==> src/rtl/tsi_consts.svh <==
// constants of the two-wire slave port
`ifndef TSI_CONSTS_SVH
`define TSI_CONSTS_SVH
`define TSI_ADDR_FIXED   5'h0b
`define TSI_PTR_MAX      8'hff
`define TSI_BIT_LAST     3'h7
`define TSI_PTR_RESET    8'h00
`define TSI_WORD_RESET   16'h0000
`endif

==> src/rtl/tsi_pkg.sv <==
// types of the two-wire slave port
package tsi_pkg;
	typedef enum logic [2:0] {
		TSI_IDLE,
		TSI_ADDR,
		TSI_ACK,
		TSI_WDATA,
		TSI_RDATA,
		TSI_RACK
	} tsi_state_t;

	typedef struct packed {
		logic        wr;
		logic [7:0]  addr;
		logic [15:0] data;
	} tsi_reg_req_t;
endpackage : tsi_pkg

==> src/rtl/tsi_sync.sv <==
// two-flop synchroniser with registered edge detect for the bus pins
`timescale 1ns/1ns
module tsi_sync
	import tsi_pkg::*;
(
	input  wire logic ref_clk,
	input  wire logic rst_n,
	input  wire logic pin_in,
	output logic      lvl,
	output logic      rise,
	output logic      fall
);
	logic meta_r;
	logic sync_r;
	logic last_r;

	// only sync_r reads meta_r; edges come from the two stable stages
	always_ff @(posedge ref_clk or negedge rst_n) begin
		if (!rst_n) begin
			meta_r <= 1'b1;
			sync_r <= 1'b1;
			last_r <= 1'b1;
		end else begin
			meta_r <= pin_in;
			sync_r <= meta_r;
			last_r <= sync_r;
		end
	end

	assign lvl  = last_r;
	assign rise = sync_r & ~last_r;
	assign fall = ~sync_r & last_r;
endmodule : tsi_sync

==> src/rtl/tsi_slave.sv <==
// two-wire serial slave port giving a master access to the sixteen-bit register map
// Function
// [RULE_01] answer only to address 01011 plus straps
// [RULE_02] straps drive address bits one and zero
// [RULE_03] slave only, never starts or clocks
// [RULE_04] data falling with clock high is start
// [RULE_05] shift eight bits msb first after start
// [RULE_06] acknowledge own address on ninth clock
// [RULE_07] direction 0 writes, 1 reads
// [RULE_08] nine clocks per byte, receiver acknowledges
// [RULE_09] master changes data only while clock low
// [RULE_10] stop returns device to idle
// [RULE_11] first write byte loads register pointer
// [RULE_12] write bytes pair high then low
// [RULE_13] pointer advances after each register write
// [RULE_14] pointer never wraps, writes at maximum dropped
// [RULE_15] master sends even number of data bytes
// [RULE_16] master sets pointer by write before reading
// [RULE_17] read returns high byte then low
// [RULE_18] reads advance pointer until master nacks
// [RULE_19] at maximum, reads repeat last register
// [RULE_20] master ends with stop or repeated start
// [RULE_21] repeated start keeps pointer, awaits address
// [RULE_22] unpaired high byte is dropped silently
`timescale 1ns/1ns
`include "tsi_consts.svh"
module tsi_slave
	import tsi_pkg::*;
(
	input  wire logic         ref_clk,
	input  wire logic         rst_n,
	input  wire logic         scl_in,
	input  wire logic         sda_in,
	output logic              sda_out,
	output logic              sda_oe,
	input  wire logic         addr_strap_bit0,
	input  wire logic         addr_strap_bit1,
	output tsi_reg_req_t      reg_req,
	output logic              reg_req_valid,
	input  wire logic [15:0]  reg_rdata,
	output logic [7:0]        reg_rd_addr,
	output logic              busy
);
	logic scl_lvl;
	logic scl_rise;
	logic scl_fall;
	logic sda_lvl;
	logic sda_rise;
	logic sda_fall;

	tsi_sync u_scl_sync (
		.ref_clk (ref_clk),
		.rst_n   (rst_n),
		.pin_in  (scl_in),
		.lvl     (scl_lvl),
		.rise    (scl_rise),
		.fall    (scl_fall)
	);

	tsi_sync u_sda_sync (
		.ref_clk (ref_clk),
		.rst_n   (rst_n),
		.pin_in  (sda_in),
		.lvl     (sda_lvl),
		.rise    (sda_rise),
		.fall    (sda_fall)
	);

	// straps are taken clocked; pins may be tied either way
	logic [1:0] strap_meta_r;
	logic [1:0] strap_r;

	always_ff @(posedge ref_clk or negedge rst_n) begin
		if (!rst_n) begin
			strap_meta_r <= 2'h0;
			strap_r      <= 2'h0;
		end else begin
			strap_meta_r <= {addr_strap_bit1, addr_strap_bit0};
			strap_r      <= strap_meta_r;
		end
	end

	logic [6:0] own_addr;
	assign own_addr = {`TSI_ADDR_FIXED, strap_r}; // [RULE_01] [RULE_02]

	logic start_det;
	logic stop_det;
	// scl_lvl is the delayed copy, so the level is sampled one cycle before the sample that shows the edge
	assign start_det = sda_fall & scl_lvl; // [RULE_04]
	assign stop_det  = sda_rise & scl_lvl; // [RULE_10]

	tsi_state_t   state_r;
	tsi_state_t   state_nxt;
	logic [2:0]   bit_r;
	logic [2:0]   bit_nxt;
	logic [7:0]   shift_r;
	logic [7:0]   shift_nxt;
	logic [7:0]   ptr_r;
	logic [7:0]   ptr_nxt;
	logic [7:0]   hi_r;
	logic [7:0]   hi_nxt;
	logic         have_ptr_r;
	logic         have_ptr_nxt;
	logic         have_hi_r;
	logic         have_hi_nxt;
	logic         rd_lo_r;
	logic         rd_lo_nxt;
	logic         ack_r;
	logic         ack_nxt;
	logic         drv_r;
	logic         drv_nxt;
	logic         sda_o_r;
	logic         sda_o_nxt;
	logic         nack_r;
	logic         nack_nxt;
	logic         dir_rd_r;
	logic         dir_rd_nxt;
	logic [7:0]   byte_in;
	logic [3:0]   rd_idx;
	logic         rd_bit;

	// the byte as it stands once its eighth bit is sampled
	assign byte_in = {shift_r[6:0], sda_lvl};

	// read bits go out high half first; the index wraps harmlessly on the ack slot
	always_comb begin
		rd_idx = rd_lo_r ? {1'b0, 3'h6 - bit_r} : 4'he - {1'b0, bit_r};
		rd_bit = reg_rdata[rd_idx];
	end

	tsi_reg_req_t req_r;
	tsi_reg_req_t req_nxt;
	logic         req_v_r;
	logic         req_v_nxt;

	always_comb begin
		state_nxt    = state_r;
		bit_nxt      = bit_r;
		shift_nxt    = shift_r;
		ptr_nxt      = ptr_r;
		hi_nxt       = hi_r;
		have_ptr_nxt = have_ptr_r;
		have_hi_nxt  = have_hi_r;
		rd_lo_nxt    = rd_lo_r;
		ack_nxt      = ack_r;
		drv_nxt      = drv_r;
		sda_o_nxt    = sda_o_r;
		nack_nxt     = nack_r;
		dir_rd_nxt   = dir_rd_r;
		req_nxt      = req_r;
		req_v_nxt    = 1'b0;
		if (stop_det) begin
			// an unpaired high byte simply never issues a write
			state_nxt   = TSI_IDLE; // [RULE_10] [RULE_22]
			have_hi_nxt = 1'b0;
			drv_nxt     = 1'b0;
		end else if (start_det) begin
			// repeated start leaves the pointer alone
			state_nxt   = TSI_ADDR; // [RULE_04] [RULE_21]
			bit_nxt     = 3'h0;
			have_hi_nxt = 1'b0; // [RULE_22]
			drv_nxt     = 1'b0;
		end else begin
			unique case (state_r)
				TSI_IDLE: begin
					drv_nxt = 1'b0;
				end
				TSI_ADDR, TSI_WDATA: begin
					if (scl_rise) begin
						shift_nxt = {shift_r[6:0], sda_lvl}; // [RULE_05] [RULE_08]
						bit_nxt   = bit_r + 3'h1;
						if (bit_r == `TSI_BIT_LAST) begin
							state_nxt = TSI_ACK;
							if (state_r == TSI_ADDR) begin
								ack_nxt      = (shift_r[6:0] == own_addr); // [RULE_06]
								have_ptr_nxt = 1'b0;
								rd_lo_nxt    = 1'b0;
								nack_nxt     = 1'b0;
								dir_rd_nxt   = sda_lvl; // [RULE_07]
							end else begin
								ack_nxt = 1'b1;
								if (!have_ptr_r) begin
									ptr_nxt      = byte_in; // [RULE_11]
									have_ptr_nxt = 1'b1;
								end else if (!have_hi_r) begin
									hi_nxt      = byte_in; // [RULE_12]
									have_hi_nxt = 1'b1;
								end else begin
									have_hi_nxt = 1'b0;
									if (ptr_r != `TSI_PTR_MAX) begin // [RULE_14]
										req_nxt.wr   = 1'b1;
										req_nxt.addr = ptr_r;
										req_nxt.data = {hi_r, byte_in}; // [RULE_12]
										req_v_nxt    = 1'b1;
										ptr_nxt      = ptr_r + 8'h01; // [RULE_13]
									end
								end
							end
						end
					end
				end
				TSI_ACK: begin
					// drive on the falling edge after the eighth bit, release after ninth
					if (scl_fall && !drv_r) begin
						drv_nxt   = ack_r; // [RULE_06] [RULE_08]
						sda_o_nxt = 1'b0;
						if (!ack_r) begin
							state_nxt = TSI_IDLE; // [RULE_06]
						end
					end else if (scl_fall && drv_r) begin
						drv_nxt = 1'b0;
						bit_nxt = 3'h0;
						// a read frame passes here only once, after its address byte
						if (dir_rd_r) begin
							state_nxt = TSI_RDATA; // [RULE_07]
							drv_nxt   = 1'b1;
							sda_o_nxt = reg_rdata[15]; // [RULE_17]
						end else begin
							state_nxt = TSI_WDATA; // [RULE_07]
						end
					end
				end
				TSI_RDATA: begin
					if (scl_fall) begin
						bit_nxt = bit_r + 3'h1;
						if (bit_r == `TSI_BIT_LAST) begin
							drv_nxt   = 1'b0;
							state_nxt = TSI_RACK;
						end else begin
							sda_o_nxt = rd_bit; // [RULE_17]
						end
					end
				end
				TSI_RACK: begin
					if (scl_rise) begin
						// a nack ends the read; the master then stops
						nack_nxt = sda_lvl; // [RULE_18]
						if (rd_lo_r && !sda_lvl && ptr_r != `TSI_PTR_MAX) begin
							ptr_nxt = ptr_r + 8'h01; // [RULE_18] [RULE_19]
						end
						if (!sda_lvl) begin
							rd_lo_nxt = ~rd_lo_r; // [RULE_17]
						end
					end else if (scl_fall) begin
						if (nack_r) begin
							state_nxt = TSI_IDLE; // [RULE_18]
						end else begin
							state_nxt = TSI_RDATA;
							bit_nxt   = 3'h0;
							drv_nxt   = 1'b1;
							sda_o_nxt = rd_lo_r ? reg_rdata[7] : reg_rdata[15]; // [RULE_17]
						end
					end
				end
			endcase
		end
	end

	always_ff @(posedge ref_clk or negedge rst_n) begin
		if (!rst_n) begin
			state_r    <= TSI_IDLE;
			bit_r      <= 3'h0;
			shift_r    <= 8'h00;
			ptr_r      <= `TSI_PTR_RESET;
			hi_r       <= 8'h00;
			have_ptr_r <= 1'b0;
			have_hi_r  <= 1'b0;
			rd_lo_r    <= 1'b0;
			ack_r      <= 1'b0;
			drv_r      <= 1'b0;
			sda_o_r    <= 1'b0;
			nack_r     <= 1'b0;
			dir_rd_r   <= 1'b0;
			req_r.wr   <= 1'b0;
			req_r.addr <= `TSI_PTR_RESET;
			req_r.data <= `TSI_WORD_RESET;
			req_v_r    <= 1'b0;
		end else begin
			state_r    <= state_nxt;
			bit_r      <= bit_nxt;
			shift_r    <= shift_nxt;
			ptr_r      <= ptr_nxt;
			hi_r       <= hi_nxt;
			have_ptr_r <= have_ptr_nxt;
			have_hi_r  <= have_hi_nxt;
			rd_lo_r    <= rd_lo_nxt;
			ack_r      <= ack_nxt;
			drv_r      <= drv_nxt;
			sda_o_r    <= sda_o_nxt;
			nack_r     <= nack_nxt;
			dir_rd_r   <= dir_rd_nxt;
			req_r      <= req_nxt;
			req_v_r    <= req_v_nxt;
		end
	end

	// the clock pin is never driven; open drain means only low is ever driven
	assign sda_oe        = drv_r & ~sda_o_r; // [RULE_03]
	assign sda_out       = 1'b0;
	assign reg_req       = req_r;
	assign reg_req_valid = req_v_r;
	assign reg_rd_addr   = ptr_r; // [RULE_19]
	assign busy          = (state_r != TSI_IDLE);
endmodule : tsi_slave

==> config.mk <==
export PLATFORM = sky130hd
export DESIGN_NAME = tsi_slave
export DESIGN_NICKNAME = d
export VERILOG_FILES = /design/src/rtl/tsi_pkg.sv /design/src/rtl/tsi_sync.sv /design/src/rtl/tsi_slave.sv
export VERILOG_INCLUDE_DIRS = /design/src /design/src/rtl
export SDC_FILE = /design/constraint.sdc
export NUM_CORES = 1
export LEC_CHECK = 0
export ABC_AREA = 1
export BUFFER_PORTS_ARGS = -buffer_cell sky130_fd_sc_hd__buf_2
export CAP_MARGIN = 20
export CORE_MARGIN = 3
export CORE_UTILIZATION = 45
export CTS_CLUSTER_DIAMETER = 200
export DETAILED_ROUTE_END_ITERATION = 8
export GPL_TIMING_DRIVEN = 1
export PLACE_DENSITY = 0.68
export SKIP_LAST_GASP = 1
export SYNTH_ARGS = -nofsm -noshare
export SYNTH_HDL_FRONTEND = slang
export SYNTH_HIERARCHICAL = 1
export SYNTH_SLANG_ARGS = --single-unit
==> constraint.sdc <==
create_clock -name ref_clk -period 1.9 [get_ports ref_clk]
set_clock_uncertainty 0.2 [all_clocks]
set_input_delay 0.285 -clock ref_clk [delete_from_list [all_inputs] [get_ports ref_clk]]
set_output_delay 0.285 -clock ref_clk [all_outputs]
set_load 0.005 [all_outputs]
==> results of run 1 <==
## per-stage QoR
| step | std cells | area (um^2) | TNS, ns | power [W] |
|---|---|---|---|---|
| floorplan | 457 | 3640 | 0 | 0.002841 |
| global placement | 638 | 4268 | -0.1164 | 0.003326 |
| detailed placement | 638 | 4268 | -0.9989 | 0.003362 |
| CTS | 662 | 4588 | -0.01359 | 0.004633 |
| global route | 681 | 4900 | -3.660 | 0.005028 |
| finish | 681 | 4900 | -0.1610 | 0.004692 |
## cells by family after synthesis
logic type / share of synthesized area, %
AND/OR/NAND/NOR: 31.91
XOR/XNOR: 1.446
other: 0.1032
AO/OA/AOI/OAI: 7.229
flip-flops: 50.46
adder cells (fa/ha/maj): 1.377
buffers and inverters: 7.470
## area by class of cell
class,instances,area (um^2)
inverter,45,183.9
timing repair buffer,115,832.0
clock inverter,6,66.31
timing repair inverter,2,17.52
sequential,73,1837
clock buffer,10,127.6
fill,652,2868
tap,102,127.6
multi-input combinational,328,1708
## final timing paths
| path | endpoint | slack [ns] | cells past startpoint |
|---|---|---|---|
| min in group asynchronous | reg_req[11] | 0.28 | 3 |
| max in group asynchronous | u_scl_sync/lvl | 0.87 | 3 |
| min | u_scl_sync/sync_r | 0.15 | 0 |
| max | reg_rd_addr[1] | -0.04 | 10 |
| max reg2reg | reg_rd_addr[1] | -0.04 | 10 |
| min reg2reg | u_scl_sync/sync_r | 0.15 | 0 |
## per-layer routing
metal / vias up / routed length [um]
li1: 1689 / -
met1: 1592 / 4037
met2: 115 / 4652
met3: 13 / 624
met4: 0 / 157
met5: - / 0
## synthesized netlist by cell type, types with 3 or more instances
cell type	n	share of area, %
buf_4	4	0.83
nor2_1	27	2.8
inv_1	43	4.4
nand3b_1	3	0.62
o21ai_1	13	1.8
buf_2	3	0.41
nand4_1	7	1.2
dfstp_2	6	4.3
a21oi_1	11	1.5
nand3_2	3	0.83
xnor2_1	4	0.96
nand3_1	35	4.8
buf_6	4	1.2
nor3_1	4	0.55
o21ai_0	23	3.2
nand2_1	175	18
dfrtp_1	67	46
ha_1	4	1.4
## power breakdown
part           leakage (nW)  internal, W  switching [W]  total (W)
Sequential            0.971      0.00173       0.000188    0.00192
Combinational          1.54     0.000620       0.000929    0.00155
Clock                 0.101     0.000612       0.000613    0.00122
## placed cells by master, fill, tap and decap left out, types with 3 or more instances in the layout
cell and n:
nor2_1 17, inv_6 3, buf_2 57, nand3_1 33, o21ai_1 14, nand3_4 3, xnor2_1 4, a21oi_1 9
inv_2 6, nand2_2 13, nand3_2 3, buf_4 42, nor3_1 3, dlygate4sd3_1 5, o21ai_0 21, inv_1 37
dfstp_2 6, buf_12 5, nand4_1 7, dfrtp_1 65, buf_6 5, nand2_1 162, nor2_4 7, clkbuf_8 9
nor2_2 6, nand3b_1 3
## timing repair
item,CTS,global route
gates cloned,1,5
pin swaps,4,27
hold buffers,5,0
setup endpoints to repair,38,52
resized for setup,14,44
setup buffers,2,14
hold endpoints to repair,71,0
## state kept, by name, indices dropped and copies added (netlist names), 2 cells and up
signal / cells
hi_r: 8
strap_meta_r: 2
bit_r: 3
reg_req: 25
shift_r: 7
strap_r: 2
state_r: 3
reg_rd_addr: 8
==> results.sh, run 1 <==
export IMPL_status="finished, violations left"
export IMPL_violations="setup timing"
export IMPL_cp_required_ns=1.94
export IMPL_cp_start_kind="register"
export IMPL_setup_viol=12
export IMPL_drcViolationCount=0
export IMPL_grt_max_degree=74
export IMPL_cts_tree="done"
export IMPL_root_buffer="clkbuf_8"
export IMPL_crit_path_max_fanout=7
export IMPL_max_cap_violations=0
export IMPL_cts_buffers=9
export IMPL_postRouteAntennaNets=0
export IMPL_period_needed_ns=1.943
export IMPL_rsz0062_at_grt="yes"
export IMPL_insertion_delay_ns=0.35
export IMPL_portBuffers=57
export IMPL_avgRoutedWirePerCell_um=13.91
export IMPL_ys_warn_count=6
export IMPL_reg2reg_from="u_sda_sync/lvl"
export IMPL_initial_core_util_pct=46.79
export IMPL_grt_usage_pct=19.65
export IMPL_synth_edf_count=0
export IMPL_firstDrtPassIters=5
export IMPL_cp_data_arrival_time_ns=1.98
export IMPL_antenna_found_initial=0
export IMPL_syn_cell_area_um2=3635
export IMPL_antennaDiodeCount=0
export IMPL_vdd_drop_max_v=0.0005681
export IMPL_use_met2_pct=32.66
export IMPL_fin_util_pct=63.08
export IMPL_slowest_delay_ns=0.57
export IMPL_via_per_inst=5.006
export IMPL_use_met3_pct=4.535
export IMPL_dp_hpwl_um=5990
export IMPL_use_met1_pct=25.11
export IMPL_syn_inst=457
export IMPL_critPathBufInv=2
export IMPL_drive_gt1_share_pct=32.64
export IMPL_p_leak_nw=2.613
export IMPL_max_freq_mhz=514.6
export IMPL_die_h_um=95.88
export IMPL_nets=600
export IMPL_area_delta_synth_final_pct=34.80
export IMPL_cp_end_kind="register"
export IMPL_min_delay_start="u_scl_sync/meta_r"
export IMPL_h_tree_depth=3
export IMPL_crit_slowest_cell="dfstp_2"
export IMPL_worst_hold_slack_ns=0.1451
export IMPL_first_global_vias=3130
export IMPL_fin_ws_ns=-0.04327
export IMPL_cpLargestDelayFamily="simple AND/OR/NAND/NOR gates"
export IMPL_drt_initial_drc_count=288
export IMPL_synth_seq_cells=73
export IMPL_synth_cell_types=31
export IMPL_slew_viol_final=0
export IMPL_hold_viol=0
export IMPL_cp_startpoint="u_sda_sync/lvl"
export IMPL_avgSynthCellArea_um2=7.953
export IMPL_dieArea_um2=9192
export IMPL_grt_first_pass_wirelength_um=14080
export IMPL_critPathKind="register to register"
export IMPL_clk_path_buf_depth=2
export IMPL_grt_busiest_layer="met2"
export IMPL_dpl_worst_slack_ns=-0.08153
export IMPL_powerDensity_nw_per_um2=957.7
export IMPL_core_area_um2=7767
export IMPL_rows=32
export IMPL_cts_sinks=73
export IMPL_path_clk_slew_ns=0.08
export IMPL_synth_seq_area_share_pct=50.46
export IMPL_drt_total_wl_um=9471
export IMPL_worstHoldPathType="register to register"
export IMPL_num_vias=3409
export IMPL_grt_remaining_overflow=0
export IMPL_min_period_over_period_pct=102.3
export IMPL_gp_congestion=0.9079
export IMPL_async_reset_ff_share_pct=100.0
export IMPL_die_w_um=95.88
export IMPL_syn_num_nets=483
export IMPL_boundaryPins=59
export IMPL_synthFlopType="dfrtp_1"
export IMPL_crit_path_cell_trace="nor2_2, nand2_2, inv_2, nor2_4, nand2_2, nor3_4, buf_6, nand3_4, nand2_1, nand2_1"
Power figures use the tool's default switching activity.
==> inputs of run 2 (changes only) <==
==> constraint.sdc (replaced) <==
create_clock -name ref_clk -period 1.9 [get_ports ref_clk]
set_clock_uncertainty 0.2 [all_clocks]
set_input_delay 0.38 -clock ref_clk [delete_from_list [all_inputs] [get_ports ref_clk]]
set_output_delay 0.38 -clock ref_clk [all_outputs]
set_load 0.005 [all_outputs]
==> run 2 against run 1 <==
Against the previous run:
- the run still ends with setup timing left
- sequential power about the same
- worst hold slack improved by 0.0098 ns
- sequential share of layout area increased by 0.18 points
- worst setup slack improved by 0.031 ns
- cell count decreased by 0.15%
- cell area decreased by 0.41%
- global-route usage increased by 0.24 points
- largest power group unchanged
==> results.sh, run 2 (same netlist as run 1, synthesis figures left out) <==
export IMPL_drcViolationCount=0
export IMPL_nets=599
export IMPL_grt_first_pass_wirelength_um=14200
export IMPL_rows=32
export IMPL_worst_slew_margin_rel_pct=63.59
export IMPL_use_met1_pct=25.15
export IMPL_grt_max_degree=25
export IMPL_tightestPinTransition_ns=0.5462
export IMPL_setup_viol=4
export IMPL_dpl_worst_slack_ns=-0.09303
export IMPL_max_cap_violations=0
export IMPL_insertion_delay_ns=0.35
export IMPL_drt_initial_drc_count=223
export IMPL_area_delta_synth_final_pct=34.25
export IMPL_vdd_drop_max_v=0.0006831
export IMPL_cts_tree="done"
export IMPL_final_cell_mix="nand2_1 (164), dfrtp_1 (64), buf_2 (57)"
export IMPL_worstHoldPathType="register to register"
export IMPL_hold_viol=0
export IMPL_dp_hpwl_um=6312
export IMPL_root_buffer="clkbuf_8"
export IMPL_fin_ws_ns=-0.01198
export IMPL_cp_start_kind="register"
export IMPL_antenna_found_initial=0
export IMPL_critPathKind="register to register"
export IMPL_use_met2_pct=33.24
export IMPL_boundaryPins=59
export IMPL_initial_core_util_pct=46.79
export IMPL_ff2ff_path_depth=9
export IMPL_crit_path_max_fanout=7
export IMPL_clk_path_buf_depth=2
export IMPL_cp_required_ns=1.94
export IMPL_cts_buffers=9
export IMPL_first_global_vias=3151
export IMPL_avgRoutedWirePerCell_um=13.33
export IMPL_dieArea_um2=9192
export IMPL_die_w_um=95.88
export IMPL_use_met3_pct=4.613
export IMPL_timing_rr_end="reg_rd_addr[2]"
export IMPL_via_per_inst=4.990
export IMPL_violations="setup timing"
export IMPL_postRouteAntennaNets=0
export IMPL_hold_end="strap_r[1]"
export IMPL_die_h_um=95.88
export IMPL_crit_path_cell_trace="nor2_2, nand2_2, inv_2, nor2_4, nand2_2, nor3_4, nand3_4, nand2_2, o21ai_1"
export IMPL_p_total_w=0.004911
export IMPL_crit_slowest_cell="dfstp_2"
export IMPL_powerDensity_nw_per_um2=1006
export IMPL_cp_end_kind="register"
export IMPL_rrSetupSlack_ns=-0.01
export IMPL_firstDrtPassIters=4
export IMPL_reg2reg_from="u_sda_sync/lvl"
export IMPL_tns_ns=-0.02873
export IMPL_largest_register_ffs=25
export IMPL_num_vias=3393
export IMPL_grt_usage_pct=19.89
export IMPL_h_tree_depth=3
export IMPL_min_period_over_period_pct=100.6
export IMPL_max_freq_mhz=523.0
export IMPL_holdPathStages=0
export IMPL_crit_top_cell="nand2_2"
export IMPL_cts_sinks=73
export IMPL_p_leak_nw=2.619
export IMPL_grt_busiest_layer="met2"
export IMPL_drt_total_wl_um=9061
export IMPL_drive_gt1_share_pct=32.87
export IMPL_portBuffers=57
export IMPL_slew_viol_final=0
export IMPL_grt_remaining_overflow=0
export IMPL_period_needed_ns=1.912
export IMPL_antennaDiodeCount=0
export IMPL_min_delay_start="strap_meta_r[1]"
export IMPL_status="finished, violations left"
export IMPL_path_clk_slew_ns=0.09
export IMPL_worst_hold_slack_ns=0.1549
export IMPL_final_common_cell="nand2_1"
export IMPL_cp_data_arrival_time_ns=1.95
export IMPL_rsz0062_at_grt="yes"
export IMPL_core_area_um2=7767
export IMPL_slowest_delay_ns=0.57
export IMPL_gp_congestion=0.9015
[run 2: changes by cell type in the layout (fill, tap and decap cells not counted), sizes merged]
cell / before / now
buf: 109 / 111
clkinv: 5 / 1
clkinvlp: 0 / 1
inv: 47 / 48
nor2: 31 / 30
[run 2: power breakdown]
group | internal (W) | switching, W | total (W)
Clock | 0.000628 | 0.000648 | 0.00128
Sequential | 0.00173 | 0.000171 | 0.00191
Combinational | 0.000727 | 0.00100 | 0.00173
[run 2: routing by layer]
layer	wire (um)	vias up
li1	-	1691
met1	4044	1602
met2	4370	82
met3	440	18
met4	205	0
met5	0	-
[run 2: critical path: cells and delay by family (launching register included)]
family,cells,cell delay (ns)
AO/OA/AOI/OAI,1,0.08
AND/OR/NAND/NOR,7,0.88
flip-flops,1,0.57
buffers and inverters,1,0.07
[run 2: timing repair]
| item | 4_1_cts | 5_1_grt |
|---|---|---|
| endpoints found under the hold margin | 15 | 0 |
| hold buffers | 5 | 0 |
| pin swaps | 2 | 21 |
| buffers inserted | 3 | 10 |
| resized for setup | 8 | 52 |
| cloned | 0 | 2 |
| endpoints found under the setup margin | 44 | 55 |
[run 2: worst max path at each step]
stage / start / endpoint / slack, ns
finish: u_sda_sync/lvl / reg_rd_addr[2] / -0.01
global route: u_scl_sync/lvl / state_r[0] / -0.09
detailed placement: reg_rd_addr[0] / reg_rd_addr[0] / -0.09
global placement: reg_rd_addr[0] / reg_rd_addr[1] / -0.02
CTS: reg_rd_addr[0] / reg_rd_addr[0] / -0.03
floorplan: u_sda_sync/lvl / reg_rd_addr[5] / 0.003
[run 2: metrics by stage]
step	area, um^2	instances	utilization (%)
after global routing	4880	680	62.82
after global placement	4300	644	55.36
final	4880	680	62.82
after CTS	4616	668	59.42
after floorplan	3640	457	-
after detailed placement	4300	644	55.36
[run 2: cell type report]
class	instances	area, um^2
clock buffers	10	127.6
clock inverters	6	75.07
fillers	651	2888
inverters	45	178.9
multi-input cells	327	1718
flip-flops and latches	73	1838
well taps	102	127.6
repair buffers	117	814.5
==> inputs of run 3 (changes only) <==
- PLACE_DENSITY: 0.68 -> unset
- PLACE_DENSITY_LB_ADDON: unset -> 0.08
==> run 3 against run 2 <==
Against the previous run:
- highest routed layer unchanged
- sequential power hardly changed
- worst hold slack better by 0.0018 ns
- cell count rose by 1.9%
- cell area rose by 4.8%
- the flow still finishes with violations (setup timing)
- sequential cell count stayed put
==> results.sh, run 3 (same netlist as run 1, synthesis figures left out) <==
export IMPL_fin_area_um2=5115
export IMPL_reg2reg_from="u_sda_sync/sync_r"
export IMPL_max_freq_mhz=523.7
export IMPL_die_h_um=95.88
export IMPL_h_tree_depth=3
export IMPL_antenna_found_initial=0
export IMPL_first_global_vias=3177
export IMPL_area_delta_synth_final_pct=40.72
export IMPL_root_buffer="clkbuf_8"
export IMPL_via_per_inst=4.861
export IMPL_cp_start_kind="register"
export IMPL_final_cell_mix="nand2_1 (154), dfrtp_1 (64), buf_2 (57)"
export IMPL_worstHoldPathType="register to register"
export IMPL_grt_first_pass_wirelength_um=15020
export IMPL_drt_total_wl_um=9017
export IMPL_drt_initial_drc_count=122
export IMPL_slew_viol_final=0
export IMPL_cp_end_kind="register"
export IMPL_largest_register_ffs=25
export IMPL_rows=32
export IMPL_gp_congestion=0.9434
export IMPL_die_w_um=95.88
export IMPL_initial_core_util_pct=46.79
export IMPL_cts_buffers=9
export IMPL_final_common_cell="nand2_1"
export IMPL_grt_usage_pct=21.12
export IMPL_path_clk_slew_ns=0.08
export IMPL_fin_ws_ns=-0.009578
export IMPL_dieArea_um2=9192
export IMPL_portBuffers=57
export IMPL_setup_viol=7
export IMPL_hold_viol=0
export IMPL_boundaryPins=59
export IMPL_cts_tree="done"
export IMPL_place_area_um2=4428
export IMPL_core_area_um2=7767
export IMPL_rsz0062_at_grt="yes"
export IMPL_insertion_delay_ns=0.35
export IMPL_critPathKind="register to register"
export IMPL_crit_path_max_fanout=6
export IMPL_min_period_over_period_pct=100.5
export IMPL_num_vias=3369
export IMPL_dp_hpwl_um=6400
export IMPL_max_cap_violations=0
export IMPL_vdd_drop_max_v=0.0006463
export IMPL_status="finished, violations left"
export IMPL_p_leak_nw=2.742
export IMPL_antennaDiodeCount=0
export IMPL_postRouteAntennaNets=0
export IMPL_min_delay_start="strap_meta_r[0]"
export IMPL_grt_max_degree=31
export IMPL_nets=612
export IMPL_grt_remaining_overflow=0
export IMPL_dpl_worst_slack_ns=-0.08335
export IMPL_avgRoutedWirePerCell_um=13.01
export IMPL_violations="setup timing"
export IMPL_powerDensity_nw_per_um2=958.8
export IMPL_clk_path_buf_depth=2
export IMPL_drcViolationCount=0
export IMPL_drive_gt1_share_pct=37.06
export IMPL_firstDrtPassIters=5
export IMPL_cp_data_arrival_time_ns=2.00
export IMPL_cts_sinks=73
export IMPL_cp_required_ns=1.99
export IMPL_worst_hold_slack_ns=0.1567
export IMPL_period_needed_ns=1.910
export IMPL_cp_startpoint="u_sda_sync/sync_r"
## run 3: worst paths after layout
kind,to,slack (ns),depth (start not counted)
max in group asynchronous,u_sda_sync/lvl,0.61,3
hold reg to reg,strap_r[0],0.16,0
setup / recovery,reg_req[5],-0.01,11
setup reg to reg,reg_req[5],-0.01,11
min in group asynchronous,nack_r,0.30,2
hold / removal,strap_r[0],0.16,0
## run 3: cell type report
class                   count  area (um^2)
fillers                   651         2653
flip-flops and latches     73         1838
multi-input cells         326         1737
repair buffers            131         1027
inverters                  45        183.9
well taps                 102        127.6
clock buffers               9        123.9
clock inverters             7        77.57
## run 3: critical path, cell delays in order, from the launching register on
cell	delay [ns]
dfstp_2	0.56
nor2_2	0.04
nand2_2	0.08
buf_6	0.10
nand4_4	0.11
nor2_4	0.14
nand3_4	0.10
nor2_8	0.14
buf_12	0.15
buf_12	0.13
nand2_2	0.04
nand2_1	0.07
## run 3: routing by layer
| metal | track usage, % | part of all wire, % | vias to the layer above |
|---|---|---|---|
| met4 | 4.976 | 1.3 | 0 |
| met5 | 0 | 0 | - |
| met2 | 36.19 | 51 | 72 |
| met3 | 3.831 | 4.1 | 9 |
| li1 | - | - | 1707 |
| met1 | 27.74 | 44 | 1581 |
## run 3: where the power goes
group	switching (W)	total [W]	leakage, nW	internal, W
clock	0.000644	0.00127	0.106	0.000623
combinational	0.000997	0.00173	1.67	0.000731
sequential	0.000176	0.00191	0.970	0.00173
total	0.00182	0.00490	2.74	0.00309
## run 3: repair_timing
action                                 CTS  global route
setup buffers                            9             5
endpoints found under the hold margin   19             0
hold buffers                             5             0
gates cloned                             2             0
pin swaps                               13            24
setup endpoints to repair               41            54
resized for setup                       24            60
## run 3: through the flow
stage,std cells,util (%),total power (W),TNS [ns]
after floorplan,457,-,0.002841,0
after global placement,656,57.01,0.003429,-0.2637
after detailed placement,656,57.01,0.003450,-1.107
after CTS,688,63.02,0.004783,-0.4203
after global routing,693,65.85,0.005273,-2.616
final,693,65.85,0.004904,-0.03769
